[config.mk]
export PLATFORM = sky130hd
export DESIGN_NAME = ccst_top
export DESIGN_NICKNAME = d
export VERILOG_FILES = /design/src/common/ccst_pkg.sv /design/src/hw/ccst_top.sv
export VERILOG_INCLUDE_DIRS = /design/src /design/src/common
export SDC_FILE = /design/constraint.sdc
export NUM_CORES = 1
export LEC_CHECK = 0
export ABC_AREA = 0
export BUFFER_PORTS_ARGS = -buffer_cell sky130_fd_sc_hd__buf_4
export CORE_MARGIN = 2
export CORE_UTILIZATION = 59
export CTS_BUF_LIST = sky130_fd_sc_hd__clkbuf_16
export DETAILED_ROUTE_END_ITERATION = 8
export PLACE_DENSITY = 0.85
export SYNTH_ARGS = -nofsm -noshare
export SYNTH_HDL_FRONTEND = slang
export SYNTH_SLANG_ARGS = --single-unit
export TNS_END_PERCENT = 30
[constraint.sdc]
create_clock -name clk_i -period 3.2 [get_ports clk_i]
set_clock_uncertainty 0.15 [all_clocks]
set_input_delay 0.48 -clock clk_i [delete_from_list [all_inputs] [get_ports clk_i]]
set_output_delay 0.48 -clock clk_i [all_outputs]
set_load 0.01 [all_outputs]
[src/common/ccst_cfg.svh]
`ifndef CCST_CFG_SVH
`define CCST_CFG_SVH
// Clock and derived timing.
`define CCST_CLK_HZ 100000000
`define CCST_ONESHOT_NS 500000
`define CCST_ONESHOT_CYC ((`CCST_ONESHOT_NS * (`CCST_CLK_HZ / 1000000)) / 1000)
`define CCST_HWCLK_HZ 3800000
`define CCST_HWCLK_DIV ((`CCST_CLK_HZ + `CCST_HWCLK_HZ - 1) / `CCST_HWCLK_HZ)
`define CCST_SCAN_MIN_HZ 90
`define CCST_SCAN_MAX_HZ 110
`define CCST_SCAN_MIN_CYC ((`CCST_CLK_HZ + `CCST_SCAN_MAX_HZ - 1) / `CCST_SCAN_MAX_HZ)
`define CCST_SCAN_MAX_CYC (`CCST_CLK_HZ / `CCST_SCAN_MIN_HZ)
`define CCST_SCAN_ITEMS 19
`define CCST_POR_WAIT 2'h3
// Counter widths.
`define CCST_OS_W 17
`define CCST_SCAN_W 21
`define CCST_DIV_W 5
// Register byte offsets.
`define CCST_REG_CTRL 8'h00
`define CCST_REG_STAT 8'h04
`define CCST_REG_CFGRAW 8'h08
`define CCST_REG_DECODE 8'h0C
`define CCST_REG_SCANPER 8'h10
// Control bits.
`define CCST_CTRL_RESTART 0
`define CCST_CTRL_REV 1
// Status bits.
`define CCST_ST_ONESHOT 0
`define CCST_ST_FAULT 1
`define CCST_ST_PRESET 2
`define CCST_ST_KERNEL 3
`define CCST_ST_TESTIRQ 4
`define CCST_ST_FROZEN 5
`define CCST_ST_ITEM_LO 8
// Decode register bits.
`define CCST_DEC_VALID 9
// Switch contacts, contact n on bit n-1; closed reads 0.
`define CCST_SVC_RESET 0
`define CCST_SVC_TEST 3
`define CCST_SVC_KERNEL 4
`define CCST_CFG_C1 0
`define CCST_CFG_C2 1
`define CCST_CFG_C3 2
`define CCST_CFG_C4 3
`define CCST_CFG_C5 4
`define CCST_CFG_C6 5
`define CCST_CFG_C7 6
`endif

[src/common/ccst_pkg.sv]
`default_nettype none
package ccst_pkg;
    typedef enum logic [1:0] {CCST_OS_IDLE = 2'h1, CCST_OS_PULSE = 2'h2} ccst_os_state_t;
    typedef enum logic [1:0] {CCST_VAR_A = 2'h0, CCST_VAR_B = 2'h1, CCST_VAR_C = 2'h2} ccst_variant_t;
    typedef enum logic [2:0] {
        CCST_TERM_STD = 3'h0,
        CCST_TERM_ALT = 3'h1,
        CCST_TERM_BR600 = 3'h2,
        CCST_TERM_BR150 = 3'h3,
        CCST_TERM_BR900 = 3'h4,
        CCST_TERM_BR135 = 3'h5
    } ccst_term_t;
    // Decoded configuration as handed to the processor.
    typedef struct packed {
        logic valid;
        logic db_ref_775;
        logic slow;
        ccst_term_t term;
        logic option;
        ccst_variant_t variant;
    } ccst_cfg_t;
    // Whole state of the block.
    typedef struct packed {
        ccst_os_state_t os_state;
        logic [16:0] os_cnt;
        logic oneshot;
        logic tick;
        logic [4:0] scan_item;
        logic [20:0] scan_cnt;
        logic [20:0] scan_period;
        logic scan_fault;
        logic [4:0] svc_s1;
        logic [4:0] svc_s2;
        logic [7:0] cfg_s1;
        logic [7:0] cfg_s2;
        logic [1:0] por_cnt;
        logic kernel_por;
        logic frozen;
        logic proc_reset;
        logic kernel;
        logic test_prev;
        logic test_irq;
        logic rev_new;
        ccst_cfg_t cfg;
        logic [4:0] hw_div;
        logic hw_tick;
        logic ack;
        logic [31:0] dat;
    } ccst_state_t;
    // Switch synchronisers start at the open level of their pull-ups.
    localparam ccst_state_t CCST_STATE_RST = '{os_state: CCST_OS_IDLE, svc_s1: 5'h1F, svc_s2: 5'h1F,
        cfg_s1: 8'hFF, cfg_s2: 8'hFF, cfg: '0, default: '0};
endpackage
`default_nettype wire

[src/hw/ccst_top.sv]
// The placing of the registers and the Wishbone slave port were chosen for this implementation.
`timescale 1ns/1ps
`default_nettype none
`include "ccst_cfg.svh"

module ccst_top import ccst_pkg::*; #(
    parameter int ONESHOT_CYC = `CCST_ONESHOT_CYC,
    parameter int SCAN_MIN_CYC = `CCST_SCAN_MIN_CYC,
    parameter int SCAN_MAX_CYC = `CCST_SCAN_MAX_CYC
) (
    input wire logic clk_i,
    input wire logic resetn_i,
    input wire logic wb_cyc_i,
    input wire logic wb_stb_i,
    input wire logic wb_we_i,
    input wire logic [7:0] wb_adr_i,
    input wire logic [3:0] wb_sel_i,
    input wire logic [31:0] wb_dat_i,
    output logic [31:0] wb_dat_o,
    output logic wb_ack_o,
    input wire logic [4:0] svc_sw_i,
    input wire logic [7:0] cfg_sw_i,
    output logic oneshot_o,
    output logic tick_o,
    output logic [4:0] scan_item_o,
    output logic timer_fault_o,
    output logic hw_tick_o,
    output logic proc_reset_o,
    output logic test_irq_o,
    output logic kernel_test_o,
    output logic frozen_o,
    output ccst_cfg_t cfg_o
);
    localparam logic [16:0] OS_LOAD = 17'(ONESHOT_CYC - 1);
    localparam logic [20:0] SCAN_MIN = 21'(SCAN_MIN_CYC);
    localparam logic [20:0] SCAN_MAX = 21'(SCAN_MAX_CYC);
    localparam logic [4:0] ITEM_LAST = 5'(`CCST_SCAN_ITEMS - 1);
    localparam logic [4:0] DIV_LAST = 5'(`CCST_HWCLK_DIV - 1);

    ccst_state_t st_reg;
    ccst_state_t st_next;
    logic wb_req;
    logic wb_wr;
    logic restart;
    logic scan_wrap;
    logic [31:0] rd_word;

    // Bus request decode; a request is taken while no answer is pending.
    assign wb_req = wb_cyc_i && wb_stb_i && !st_reg.ack;
    assign wb_wr = wb_req && wb_we_i && wb_sel_i[0];
    assign restart = wb_wr && (wb_adr_i == `CCST_REG_CTRL) && wb_dat_i[`CCST_CTRL_RESTART]
                     && !st_reg.frozen;
    assign scan_wrap = st_reg.scan_item == ITEM_LAST;

    // Register read multiplexer; unmapped offsets read as zero.
    always_comb begin
        rd_word = '0;
        unique case (wb_adr_i)
            `CCST_REG_CTRL: rd_word[`CCST_CTRL_REV] = st_reg.rev_new;
            `CCST_REG_STAT: begin
                rd_word[`CCST_ST_ONESHOT] = st_reg.oneshot;
                rd_word[`CCST_ST_FAULT] = st_reg.scan_fault;
                rd_word[`CCST_ST_PRESET] = st_reg.proc_reset;
                rd_word[`CCST_ST_KERNEL] = st_reg.kernel;
                rd_word[`CCST_ST_TESTIRQ] = st_reg.test_irq;
                rd_word[`CCST_ST_FROZEN] = st_reg.frozen;
                rd_word[`CCST_ST_ITEM_LO +: 5] = st_reg.scan_item;
            end
            `CCST_REG_CFGRAW: rd_word[7:0] = st_reg.cfg_s2;
            `CCST_REG_DECODE: rd_word[`CCST_DEC_VALID:0] = st_reg.cfg;
            `CCST_REG_SCANPER: rd_word[20:0] = st_reg.scan_period;
            default: rd_word = '0;
        endcase
    end

    // Decodes the configuration bank for the selected revision.
    function automatic ccst_cfg_t decode_cfg(input logic [7:0] sw, input logic rev_new);
        ccst_cfg_t c;
        logic [2:0] grp;
        c = '0;
        c.valid = 1'b1;
        grp = {sw[`CCST_CFG_C4], sw[`CCST_CFG_C5], sw[`CCST_CFG_C6]};
        if (!rev_new) begin
            // Older revision: contact two standard/option, contact one A versus B.
            c.variant = sw[`CCST_CFG_C1] ? CCST_VAR_B : CCST_VAR_A;
            c.option = sw[`CCST_CFG_C2];
            c.term = CCST_TERM_STD;
        end else if (sw[`CCST_CFG_C2] && sw[`CCST_CFG_C3]) begin
            c.variant = CCST_VAR_C;
            c.valid = grp[1];
            unique case ({grp[2], grp[0]})
                2'h0: c.term = CCST_TERM_BR600;
                2'h1: c.term = CCST_TERM_BR150;
                2'h2: c.term = CCST_TERM_BR900;
                default: c.term = CCST_TERM_BR135;
            endcase
            c.slow = sw[`CCST_CFG_C7];
        end else begin
            c.variant = sw[`CCST_CFG_C1] ? CCST_VAR_B : CCST_VAR_A;
            c.option = sw[`CCST_CFG_C2];
            c.term = grp[0] ? CCST_TERM_ALT : CCST_TERM_STD;
            // Bad codes only mark the setting invalid; nothing else stops.
            c.valid = !sw[`CCST_CFG_C3] && !grp[1] && (grp[2] == sw[`CCST_CFG_C1]);
            c.slow = sw[`CCST_CFG_C7];
        end
        c.db_ref_775 = c.slow;
        return c;
    endfunction

    // Next-state logic for the whole block.
    always_comb begin
        st_next = st_reg;
        st_next.tick = 1'b0;
        st_next.hw_tick = 1'b0;
        // Switch pins pass two flip-flops before use; they reset to the open level.
        // That keeps a fresh reset from looking like a closed contact or a false edge.
        st_next.svc_s1 = svc_sw_i;
        st_next.svc_s2 = st_reg.svc_s1;
        st_next.cfg_s1 = cfg_sw_i;
        st_next.cfg_s2 = st_reg.cfg_s1;
        // Processor clock enable, divided to stay below 3.9 MHz.
        // Rounding the divisor up keeps the rate under the limit and well off 4 MHz.
        if (st_reg.hw_div == DIV_LAST) begin
            st_next.hw_div = '0;
            st_next.hw_tick = 1'b1;
        end else begin
            st_next.hw_div = st_reg.hw_div + 5'h01;
        end
        // Service switches: reset hold, test interrupt, kernel test.
        st_next.proc_reset = !st_reg.svc_s2[`CCST_SVC_RESET];
        st_next.kernel = !st_reg.svc_s2[`CCST_SVC_KERNEL];
        st_next.test_prev = st_reg.svc_s2[`CCST_SVC_TEST];
        // The power-up kernel capture waits until the second stage holds the pin.
        // Until then the last test level is held open, so a test contact already closed counts as an edge.
        if (st_reg.por_cnt != `CCST_POR_WAIT) begin
            st_next.por_cnt = st_reg.por_cnt + 2'h1;
            st_next.test_prev = 1'b1;
            if (st_next.por_cnt == `CCST_POR_WAIT) begin
                st_next.kernel_por = !st_reg.svc_s2[`CCST_SVC_KERNEL];
            end
        end
        st_next.frozen = st_next.proc_reset || st_reg.kernel_por;
        if (wb_wr && (wb_adr_i == `CCST_REG_STAT) && wb_dat_i[`CCST_ST_TESTIRQ]) begin
            st_next.test_irq = 1'b0;
        end
        if (st_reg.test_prev && !st_reg.svc_s2[`CCST_SVC_TEST]) begin
            st_next.test_irq = 1'b1;
        end
        // Configuration decode and revision select.
        if (wb_wr && (wb_adr_i == `CCST_REG_CTRL)) begin
            st_next.rev_new = wb_dat_i[`CCST_CTRL_REV];
        end
        st_next.cfg = decode_cfg(st_reg.cfg_s2, st_reg.rev_new);
        // Retriggerable one-shot; a restart reloads the full width.
        unique case (st_reg.os_state)
            CCST_OS_IDLE: begin
                st_next.oneshot = 1'b0;
            end
            CCST_OS_PULSE: begin
                if (st_reg.os_cnt == '0) begin
                    st_next.os_state = CCST_OS_IDLE;
                    st_next.oneshot = 1'b0;
                end else begin
                    st_next.os_cnt = st_reg.os_cnt - 17'h00001;
                end
            end
        endcase
        if (restart) begin
            st_next.os_state = CCST_OS_PULSE;
            st_next.os_cnt = OS_LOAD;
            st_next.oneshot = 1'b1;
            st_next.tick = 1'b1;
            st_next.scan_item = scan_wrap ? 5'h00 : st_reg.scan_item + 5'h01;
        end
        // A held processor reset clears the pulse so no stale interval survives it.
        if (st_next.proc_reset) begin
            st_next.os_state = CCST_OS_IDLE;
            st_next.oneshot = 1'b0;
        end
        // Full scan period measurement and fault window.
        if (st_reg.scan_cnt != SCAN_MAX + 21'h000001) begin
            st_next.scan_cnt = st_reg.scan_cnt + 21'h000001;
        end else begin
            st_next.scan_fault = 1'b1;
        end
        // At each wrap the elapsed count is kept and judged against the window.
        if (restart && scan_wrap) begin
            st_next.scan_period = st_reg.scan_cnt;
            st_next.scan_cnt = 21'h000001;
            st_next.scan_fault = (st_reg.scan_cnt < SCAN_MIN) || (st_reg.scan_cnt > SCAN_MAX);
        end
        // Bus answer one cycle after the request.
        st_next.ack = wb_req;
        st_next.dat = wb_req ? rd_word : '0;
    end

    // State register with synchronous reset.
    always_ff @(posedge clk_i) begin
        if (!resetn_i) begin
            st_reg <= CCST_STATE_RST;
        end else begin
            st_reg <= st_next;
        end
    end

    // Outputs come straight from the state register.
    assign wb_dat_o = st_reg.dat;
    assign wb_ack_o = st_reg.ack;
    assign oneshot_o = st_reg.oneshot;
    assign tick_o = st_reg.tick;
    assign scan_item_o = st_reg.scan_item;
    assign timer_fault_o = st_reg.scan_fault;
    assign hw_tick_o = st_reg.hw_tick;
    assign proc_reset_o = st_reg.proc_reset;
    assign test_irq_o = st_reg.test_irq;
    assign kernel_test_o = st_reg.kernel;
    assign frozen_o = st_reg.frozen;
    assign cfg_o = st_reg.cfg;

    // Checks of the block's behaviour.
    localparam int HW_DIV_I = `CCST_HWCLK_DIV;
    logic [16:0] hi_len;

    // Counts cycles of the current pulse for the width check.
    // A tick restarts the count, so a retrigger measures the new interval.
    always_ff @(posedge clk_i) begin
        if (!resetn_i || tick_o) begin
            hi_len <= 17'h00001;
        end else if (oneshot_o) begin
            hi_len <= hi_len + 17'h00001;
        end
    end
endmodule
`default_nettype wire

* After elaboration in Yosys (flattened, before gate mapping)
Index checks and enable logic that the tools add are counted.
Word-level totals: flip-flop bits (word level) 151, word-level logic and storage cells 129
Operators by class: add/sub/neg operators 5, order comparisons 2, equality and inequality tests 17, muxes and demuxes 29, bitwise gates (word level) 2, reduce and logical (&&, ||, !) cells 41
Operator list (number):
- $mux W26 | 1
- $mux W23 | 1
- $add A21 B1 Y21 const B | 1
- $gt A21 B21 Y1 const B | 1
- $lt A21 B20 Y1 const B | 1
- $ne A21 B21 Y1 const B | 1
- $mux W19 | 1
- $logic_not A17 Y1 | 1
- $mux W17 | 1
- $sub A17 B1 Y17 const B | 1
- $eq A8 B4 Y1 const B | 2
- $pmux W4 S4 | 1
- $logic_and A1 B1 Y1 | 14
- $reduce_and A2 Y1 | 7
- $mux W1 | 12
- $pmux W2 S3 | 2
- $add A5 B1 Y5 const B | 2
- $eq A5 B5 Y1 const B | 2
- $pmux W3 S3 | 1
- $eq A8 B3 Y1 const B | 1
- $eq A8 B5 Y1 const B | 1
- $logic_not A8 Y1 | 1
- $reduce_bool A2 Y1 | 4
- $logic_not A1 Y1 | 7
- 19 further kinds | 29

* Logic depth before layout (Yosys ltp)
Gate-level depths: netlist of the first run.
depth after elaboration 9, mapped depth 8, mapped depth without buffers 7

* Least setup slack after synthesis of the first run
No wires, ideal clock.
path type input port to flip-flop, start input wb_adr_i[1], end register st_reg, in the netlist scan_item_o[0], arrival 2.055 ns, data required time 2.933 ns, path slack 0.878 ns, stages on the path 7, path buffers 2, cell sequence or4_1 -> nor3_1 -> buf_2 -> nand4_1 -> nand2_1 -> buf_2 -> nor2_1
On the way: cells in the longest elaborated chain, start to end 4
RTL lines:
- start: declaration | RTL line ccst_top.sv:16 | input wire logic [7:0] wb_adr_i,
- $logic_not A8 Y1
- $logic_and A1 B1 Y1 (3 in a row) | RTL line ccst_top.sv:51 | assign restart = wb_wr && (wb_adr_i == `CCST_REG_CTRL) && wb_dat_i[`CCST_CTRL_RESTART]
- end signal: assignment | RTL line ccst_top.sv:202 | st_reg <= st_next;
- end: declaration | RTL line ccst_top.sv:40 | ccst_state_t st_reg;
Every way passes these cells. A chain may end at the register's enable or synchronous reset.

* Final worst setup path of the first run
start register st_reg[135] in the netlist's numbering, end register st_reg[147] in the netlist's numbering
On the way: cells in the longest elaborated chain, start to end 4, elaborated cells on any way between the ends 7, classes of those cells add/sub: 1; eq/ne: 1; mux: 3; reduce/logical: 2
RTL lines:
- $sub A17 B1 Y17 | RTL line ccst_top.sv:164 | st_next.os_cnt = st_reg.os_cnt - 17'h00001;
- $mux W17 | RTL line ccst_top.sv:160 | if (st_reg.os_cnt == '0) begin
- $mux W19 | RTL line ccst_top.sv:155 | unique case (st_reg.os_state)
- $mux W26 | RTL line ccst_top.sv:168 | if (restart) begin
Parallel ways exist; a longest one is shown, timed or not. The select of a mux whose other input is x is not followed.

==> qor.yml, run 1 <==
worstPathMaxFanout: 7
worstPathArrival_ps: 2580
path_clk_slew_ps: 70
setup_viol: 0
finalHoldViolCount: 0
synth-async-reset-ratio_pct: 0
die_w_um: 102
n_antenna_cell: 0
yosysWarnings: 0
synth.ff_latch_count: 136
hold_path.class: "in2reg"
clkLatencyLatePin_ps: 420
path_class: "reg2reg"
track_usage_pct: 24.3
cts_tree: "built"
cp_slowest_cell: "nor4_1"
vias: 4403
yosys.area.top_type_share_pct: 48.4
path_delay_family: "simple AND/OR/NAND/NOR gates"
final_cells: 798
setup_tns_ps: 0
cts_sinks: 136
ys.flop_type: "dfxtp_1"
grt_pass1_vias: 4254
overflow: 0
avgSynthCellArea_um2: 8.98
rsz0062_at_grt: "no"
drtAntennaViolNets: 0
status: "finished clean"
cap_violations: 0
synth_commonest_cells: "dfxtp_1, nand2_1, nor2_1"
num-fill-cells: 680
min_period_over_period_pct: 76.6
p_per_area_nw_per_um2: 577
worst_path_largest_cell_delay_ps: 720
critPathBufInv: 0
combPwrFrac_pct: 3.8
drive_gt1_share_pct: 17.5
hpwl_um: 8060
tightest_slew_ps: 810
end_kind: "flop"
numCtsBuffers: 17
synth_edf_count: 0
fin_nets: 728
largest_register_ffs: 82
die_area_um2: 10300
viasPerCell: 5.52
area_delta_synth_final_pct: 15.8
synth_seq_area_share_pct: 48.4
p_leak_uw: 0.00261
initial_core_util_pct: 60.8
grt_pass1_wl_um: 19500
synthDistinctLibCells: 54
drv_slew: 0
irDropWorstVdd_mv: 0.486
cts-root-buf: "clkbuf_16"
grt_max_degree: 46
io_buffers: 71
antenna_found_initial: 0
crit_path_cell_trace: "or4_1 -> nor4_1 -> nand3_1 -> xor2_1 -> a21oi_1"
synth_top_family_by_area: "simple AND/OR/NAND/NOR gates"
rows: 35
p_switching_uw: 885
syn_area_um2: 5620
internal-power_uw: 2870
critPathLaunchType: "flop"
dp.cells: 766
synth_top_cell_by_area: "dfxtp_1"
pin_count: 117
cts-htree-levels: 4
max_slew_margin_pct: 45.5
finalWirelength_um: 12000
synthXorXnorAreaFrac_pct: 6.70
ctsHoldBuffers: 0
cp.required_ps: 3320
wire_per_inst_um: 15.1
synth-simple-area-share_pct: 23.8
synth.most_common_cell: "dfxtp_1"
fmax_mhz: 408
power_switching_share_pct: 23.6
synth_cells: 626
route.detailed.drc: 0
ys_top_cells_by_area: "dfxtp_1, buf_4, nand2_1"
postCtsSetupRepairBufs: 0
synth_fa_ha_area_share_pct: 2.23
design.core.area_um2: 9240
clk_path_buf_depth: 2
place_congestion: 0.900
p_seq_share_pct: 46.7
fin_crit_ps: 2450
cts_resized: 0
synthMuxAreaShare_pct: 0.556
dr.pass1.iters: 6
clkPwrFrac_pct: 49.5
regToRegSetupSlack_ps: 750
first_iter_violations: 314
die_y_um: 102
synth_compound_area_share_pct: 8.99
## metal layers
layer / part of all wire (%) / up-vias / GRT usage [%]
li1: - / 2139 / -
met1: 42 / 2040 / 29.6
met2: 49 / 194 / 40.7
met3: 6.8 / 30 / 6.35
met4: 2.4 / 0 / 10.3
met5: 0 / - / 0
## per-stage QoR
step                      setup slack [ps]  area, um2  power [uW]  util (%)  hold slack [ps]
after floorplan                        878       5660        1880         -              236
after global placement                 596       5940        1920      64.3              238
after detailed placement               548       5940        1930      64.3              242
after CTS                              766       6510        3760      70.5             83.1
after global routing                   555       6510        3860      70.5             86.3
final                                  749       6510        3760      70.5             82.2
## power groups by stage
stage               Sequential [uW]  Clock (uW)  Combinational (uW)
detailed placement             1790           0                 139
global route                   1760        1940                 158
finish                         1760        1860                 142
global placement               1790           0                 132
CTS                            1750        1860                 142
floorplan                      1780           0                97.0
## final cells by class
cell class,count,area (um2),share of cell area [%]
Clock inverter,15,143,2.19
Clock buffer,17,425,6.53
Sequential cell,136,2720,41.8
Multi-Input combinational cell,410,2420,37.2
Inverter,13,48.8,0.749
Tap cell,129,161,2.48
Timing Repair Buffer,78,586,8.99
## worst register-to-register path, stage by stage, from the launching register on
cell and delay (ps):
dfxtp_1 330, or4_1 660, nor4_1 730, nand3_1 180, xor2_1 170, a21oi_1 80
## layout by cell type, fill, tap and decap left out, types with 3 or more instances in the layout
| cell type | n |
|---|---|
| nor2_1 | 66 |
| and4_1 | 3 |
| nand3b_1 | 3 |
| nand2_1 | 71 |
| nor4_1 | 7 |
| ha_1 | 10 |
| clkbuf_16 | 17 |
| or3_1 | 3 |
| nand4_1 | 10 |
| inv_6 | 6 |
| dfxtp_1 | 136 |
| inv_1 | 12 |
| nand2b_1 | 23 |
| a22oi_1 | 5 |
| and3b_1 | 3 |
| or4_1 | 7 |
| nor3_1 | 16 |
| clkinvlp_4 | 4 |
| nand3_1 | 15 |
| clkinv_4 | 3 |
| xnor2_1 | 21 |
| conb_1 | 11 |
| buf_4 | 78 |
| a222oi_1 | 8 |
| xor2_1 | 22 |
| nand4b_1 | 3 |
| and3_1 | 19 |
| a21oi_1 | 48 |
## cells by family (layout without fill, tap and decap cells)
group	count (synthesis)	count (layout)
compound gates	80	80
xor+xnor	43	43
fa+ha+maj	10	10
buf+inv	90	123
flops	136	136
mux	3	3
other cells	1	11
simple gates	263	263
## final timing paths
| check | from | to | depth (start not counted) |
|---|---|---|---|
| max | st_reg[135] | st_reg[147] | 5 |
| min | svc_sw_i[0] | st_next[73] | 2 |
| max reg2reg | st_reg[135] | st_reg[147] | 5 |
| min reg2reg | st_next[59] | st_reg[59] | 1 |
No activity file was read; power rests on OpenSTA's default activity.
==> run 2: changes to the inputs <==
CORE_UTILIZATION = 49   (was 59)
PLACE_DENSITY = 0.76   (was 0.85)
clock period = 2 ns   (was 3.2 ns; I/O delays follow)
==> run 2 against run 1 <==
  * First-iteration DRC count rose by 4.1%
  * Wire length is 16% higher
  * Via count increased by 9.2%
  * Hold slack better by 22 ps
  * Critical endpoint is now st_reg[142]
  * Cell area up 14%
  * The run now ends with negative setup slack left
  * Highest routed layer unchanged
  * Critical path depth unchanged
  * Largest cell class unchanged
==> qor.yml, run 2 (synthesis gave the netlist of run 1 again) <==
status: "finished with violations"
violations: "negative setup slack"
worst_path_largest_cell_delay_ps: 540
fin_ws_ps: -195
num-fill-cells: 848
rows: 39
path_clk_slew_ps: 70
met1_usage_pct: 27.3
layout_commonest_cell: "buf_4"
worstPathMaxFanout: 4
place_congestion: 0.923
clkPwrFrac_pct: 48.9
irDropWorstVdd_mv: 0.527
fmax_mhz: 456
route.detailed.drc: 0
end_kind: "flop"
hold_ws_ps: 104
finalWirelength_um: 13900
layout_common_cells: "buf_4, dfxtp_1, nand2_1"
worstRegToRegCells: 5
vias: 4807
critPathMostFrequentCell: "or4_4"
cts_sinks: 136
grt_pass1_wl_um: 22200
rsz0062_at_grt: "yes"
critPathLaunchType: "flop"
overflow: 0
fin_nets: 814
viasPerCell: 5.35
grt_use_met3_pct: 4.98
p_leak_uw: 0.00311
place_area_um2: 6540
cts-root-buf: "clkbuf_16"
power_uw: 6030
finalHoldViolCount: 0
pin_count: 117
die_area_um2: 12300
dr.pass1.iters: 5
wire_per_inst_um: 15.5
io_buffers: 71
fin_area_um2: 7400
holdPathStages: 4
area_delta_synth_final_pct: 31.6
grtUsageMet2_pct: 37.1
track_usage_pct: 22.1
fin_crit_ps: 2190
initial_core_util_pct: 49.7
drtAntennaViolNets: 0
crit_path_cell_trace: "or4_4 -> or4_4 -> nor3_1 -> xnor2_1 -> a21oi_1"
cts_tree: "built"
drive_gt1_share_pct: 29.3
antenna_found_initial: 0
path_class: "reg2reg"
drv_slew: 0
die_w_um: 111
numCtsBuffers: 17
min_period_over_period_pct: 110
cp.required_ps: 2140
power_switching_share_pct: 24.8
hpwl_um: 9140
p_per_area_nw_per_um2: 816
design.core.area_um2: 11300
internal-power_uw: 4530
hold_path.class: "in2reg"
p_seq_share_pct: 46.4
cap_violations: 0
first_iter_violations: 327
grt_pass1_vias: 4707
combPwrFrac_pct: 4.7
grt-busiest-layer: "met2"
grt_max_degree: 38
cts-htree-levels: 4
clkLatencyLatePin_ps: 420
p_switching_uw: 1500
worstPathArrival_ps: 2340
die_y_um: 111
setup_viol: 16
largest_register_ffs: 82
n_antenna_cell: 0
clk_path_buf_depth: 2
cp_slowest_cell: "or4_4"
[run 2: changes by cell type in the layout (fill, tap and decap cells not counted), sizes merged]
cell | previous run | this run
buf | 78 | 152
dlygate4sd3 | 0 | 12
inv | 19 | 23
bufinv | 1 | 0
clkinvlp | 4 | 5
clkinv | 4 | 0
[run 2: layout make-up]
cell class	count	area, um2	area share (%)
clock inverters	15	133	1.79
repair buffers	164	1300	17.6
well taps	143	179	2.42
multi-input cells	410	2590	35.0
inverters	13	48.8	0.660
flip-flops and latches	136	2730	36.9
clock buffers	17	425	5.75
[run 2: critical path: cells and delay by family (launching register included)]
family,cells,cell delay (ps)
DFF,1,320
xor gates and xnor gates,1,180
and+or+nand+nor,3,1320
AOI/OAI and AO/OA,1,100
[run 2: metrics by stage]
step / utilization (%) / TNS [ps] / worst slack (ps) / instances
after floorplan: - / -1700 / -137 / 636
after global placement: 57.8 / -8920 / -177 / 850
after detailed placement: 57.8 / -10820 / -184 / 850
after CTS: 64.5 / -531 / -118 / 895
after global routing: 65.3 / -1960 / -230 / 898
final: 65.3 / -906 / -195 / 898
[run 2: what timing repair did]
item,CTS,global route
hold buffers,12,0
gates resized for setup,18,15
hold endpoints to repair,12,0
setup endpoints to repair,17,67
pin swaps,5,5
setup buffers,1,3
[run 2: layer usage]
layer	up-vias	wire (um)
met5	-	0
met4	0	442
met3	42	745
met2	184	6720
met1	2267	6000
li1	2314	-
[run 2: worst paths after layout]
| path | from | end | slack (ps) |
|---|---|---|---|
| setup reg to reg | st_reg[138] | st_reg[142] | -190 |
| hold / removal | wb_dat_i[4] | test_irq_o | 100 |
| setup / recovery | st_reg[138] | st_reg[142] | -190 |
| hold reg to reg | st_next[58] | st_reg[58] | 250 |
[run 2: power groups by stage]
stage | Combinational [uW] | Clock [uW] | Sequential (uW)
after detailed placement | 259 | 0 | 2860
after floorplan | 158 | 0 | 2850
after global routing | 313 | 3090 | 2800
after CTS | 282 | 2970 | 2800
final | 283 | 2950 | 2800
after global placement | 249 | 0 | 2850
==> run 3: changes to the inputs <==
==> constraint.sdc (replaced) <==
create_clock -name clk_i -period 2 [get_ports clk_i]
set_clock_uncertainty 0.15 [all_clocks]
set_input_delay 0 -clock clk_i [delete_from_list [all_inputs] [get_ports clk_i]]
set_output_delay 0 -clock clk_i [all_outputs]
set_load 0.01 [all_outputs]
==> run 3 against run 2 <==
  * The flow still finishes with violations (negative setup slack)
  * Sequential share of layout area shrank 1.0 points
  * Cell area grew 3.0%
  * Clock power rose by 15%
  * Via count up 2.5%
  * Hold slack worse by 80 ps
  * Register-to-register slack got worse by 20 ps
  * Combinational power is 8.8% higher
  * Fmax shrank 0.85%
  * Utilization is 1.9 points higher
  * Critical path type unchanged
  * Highest routed layer unchanged
==> qor.yml, run 3 (synthesis gave the netlist of run 1 again) <==
wire_per_inst_um: 16.5
combPwrFrac_pct: 4.7
grt_max_degree: 46
area_delta_synth_final_pct: 35.5
met1_usage_pct: 27.5
cts_tree: "built"
min_period_over_period_pct: 111
fin_nets: 825
violations: "negative setup slack"
grt_pass1_vias: 4956
tightest_slew_ps: 792
end_kind: "flop"
viasPerCell: 5.43
regToRegSetupSlack_ps: -210
grt_use_met3_pct: 5.80
layout_commonest_cell: "buf_4"
die_area_um2: 12300
worstPathArrival_ps: 2350
die_w_um: 111
overflow: 0
p_switching_uw: 1380
status: "finished with violations"
drtAntennaViolNets: 0
cts_sinks: 136
cap_violations: 0
critPathLaunchType: "flop"
fin_crit_ps: 2210
p_leak_uw: 0.00322
die_y_um: 111
rows: 39
p_seq_share_pct: 43.1
hold_ws_ps: 23.7
finalHoldViolCount: 0
hold_path.class: "in2reg"
track_usage_pct: 23.4
fin_ws_ps: -214
grt-busiest-layer: "met2"
io_buffers: 71
vias: 4927
clk_path_buf_depth: 2
pin_count: 117
antenna_found_initial: 0
grtUsageMet2_pct: 41.5
rsz0062_at_grt: "yes"
first_iter_violations: 358
initial_core_util_pct: 49.7
max_slew_margin_pct: 47.1
clkPwrFrac_pct: 52.1
cp.required_ps: 2140
irDropWorstVdd_mv: 0.534
hpwl_um: 9240
power_uw: 6490
path_class: "reg2reg"
fmax_mhz: 452
largest_register_ffs: 82
internal-power_uw: 5110
power_switching_share_pct: 21.2
finalWirelength_um: 14900
n_antenna_cell: 0
numCtsBuffers: 17
cts-htree-levels: 4
layout_common_cells: "buf_4, dfxtp_1, nand2_1"
design.core.area_um2: 11300
p_per_area_nw_per_um2: 852
place_congestion: 0.890
grt_pass1_wl_um: 23500
worstPathMaxFanout: 4
path_clk_slew_ps: 60
clkLatencyLatePin_ps: 410
setup_viol: 12
drive_gt1_share_pct: 27.7
cts-root-buf: "clkbuf_16"
drv_slew: 0
dr.pass1.iters: 7
route.detailed.drc: 0
[run 3: cell count changes in the layout (fill, tap and decap cells not counted), sizes merged]
cell,change
inv,-7
dlygate4sd3,+18
clkinvlp,-3
bufinv,+5
clkinv,+4
dlymetal6s4s,+1
buf,-8
[run 3: final cells by class]
cell class                      count  area [um2]
Clock buffer                       17         425
Clock inverter                     14         208
Multi-Input combinational cell    410        2630
Inverter                           13        48.8
Fill cell                         838        3700
Timing Repair Buffer              175        1400
Sequential cell                   136        2730
Tap cell                          143         179
[run 3: power groups by stage]
stage	Sequential, uW	Clock [uW]	Combinational (uW)
floorplan	2850	0	155
global placement	2850	0	233
detailed placement	2860	0	245
CTS	2800	3380	298
global route	2800	3530	338
finish	2800	3380	308
[run 3: timing repair]
action,CTS,global route
setup buffers,2,2
endpoints found under the hold margin,48,0
setup endpoints to repair,38,55
resized for setup,22,23
pin swaps,4,14
hold buffers,31,0
[run 3: metal layers]
layer	part of all wire [%]	vias to the layer above	wire [um]
met4	1.9	0	282
met5	0	-	0
met2	51	206	7600
li1	-	2336	-
met1	42	2353	6230
met3	5.6	32	836
[run 3: per-stage QoR]
stage / std cells / setup TNS (ps) / util (%) / area (um2) / setup WS (ps)
4_1_cts: 907 / -1460 / 66.2 / 7500 / -158
2_1_floorplan: 636 / -957 / - / 5670 / -137
6_report: 908 / -1030 / 67.3 / 7620 / -214
3_5_place_dp: 843 / -1550 / 56.9 / 6440 / -253
5_1_grt: 908 / -2410 / 67.3 / 7620 / -258
3_3_place_gp: 843 / -572 / 56.9 / 6440 / -127
[run 3: worst max-delay path: stages (launching register included)]
cell	delay [ps]
dfxtp_2	320
or4b_4	550
or4_4	540
nor3_1	300
xnor2_1	160
nor2_1	60
[run 3: path summary, 6_finish.rpt]
path,start,to,cells after the start
max,st_reg[150],st_reg[144],5
min,resetn_i,st_reg[123],4
max reg2reg,st_reg[150],st_reg[144],5
min reg2reg,st_next[60],st_reg[60],1
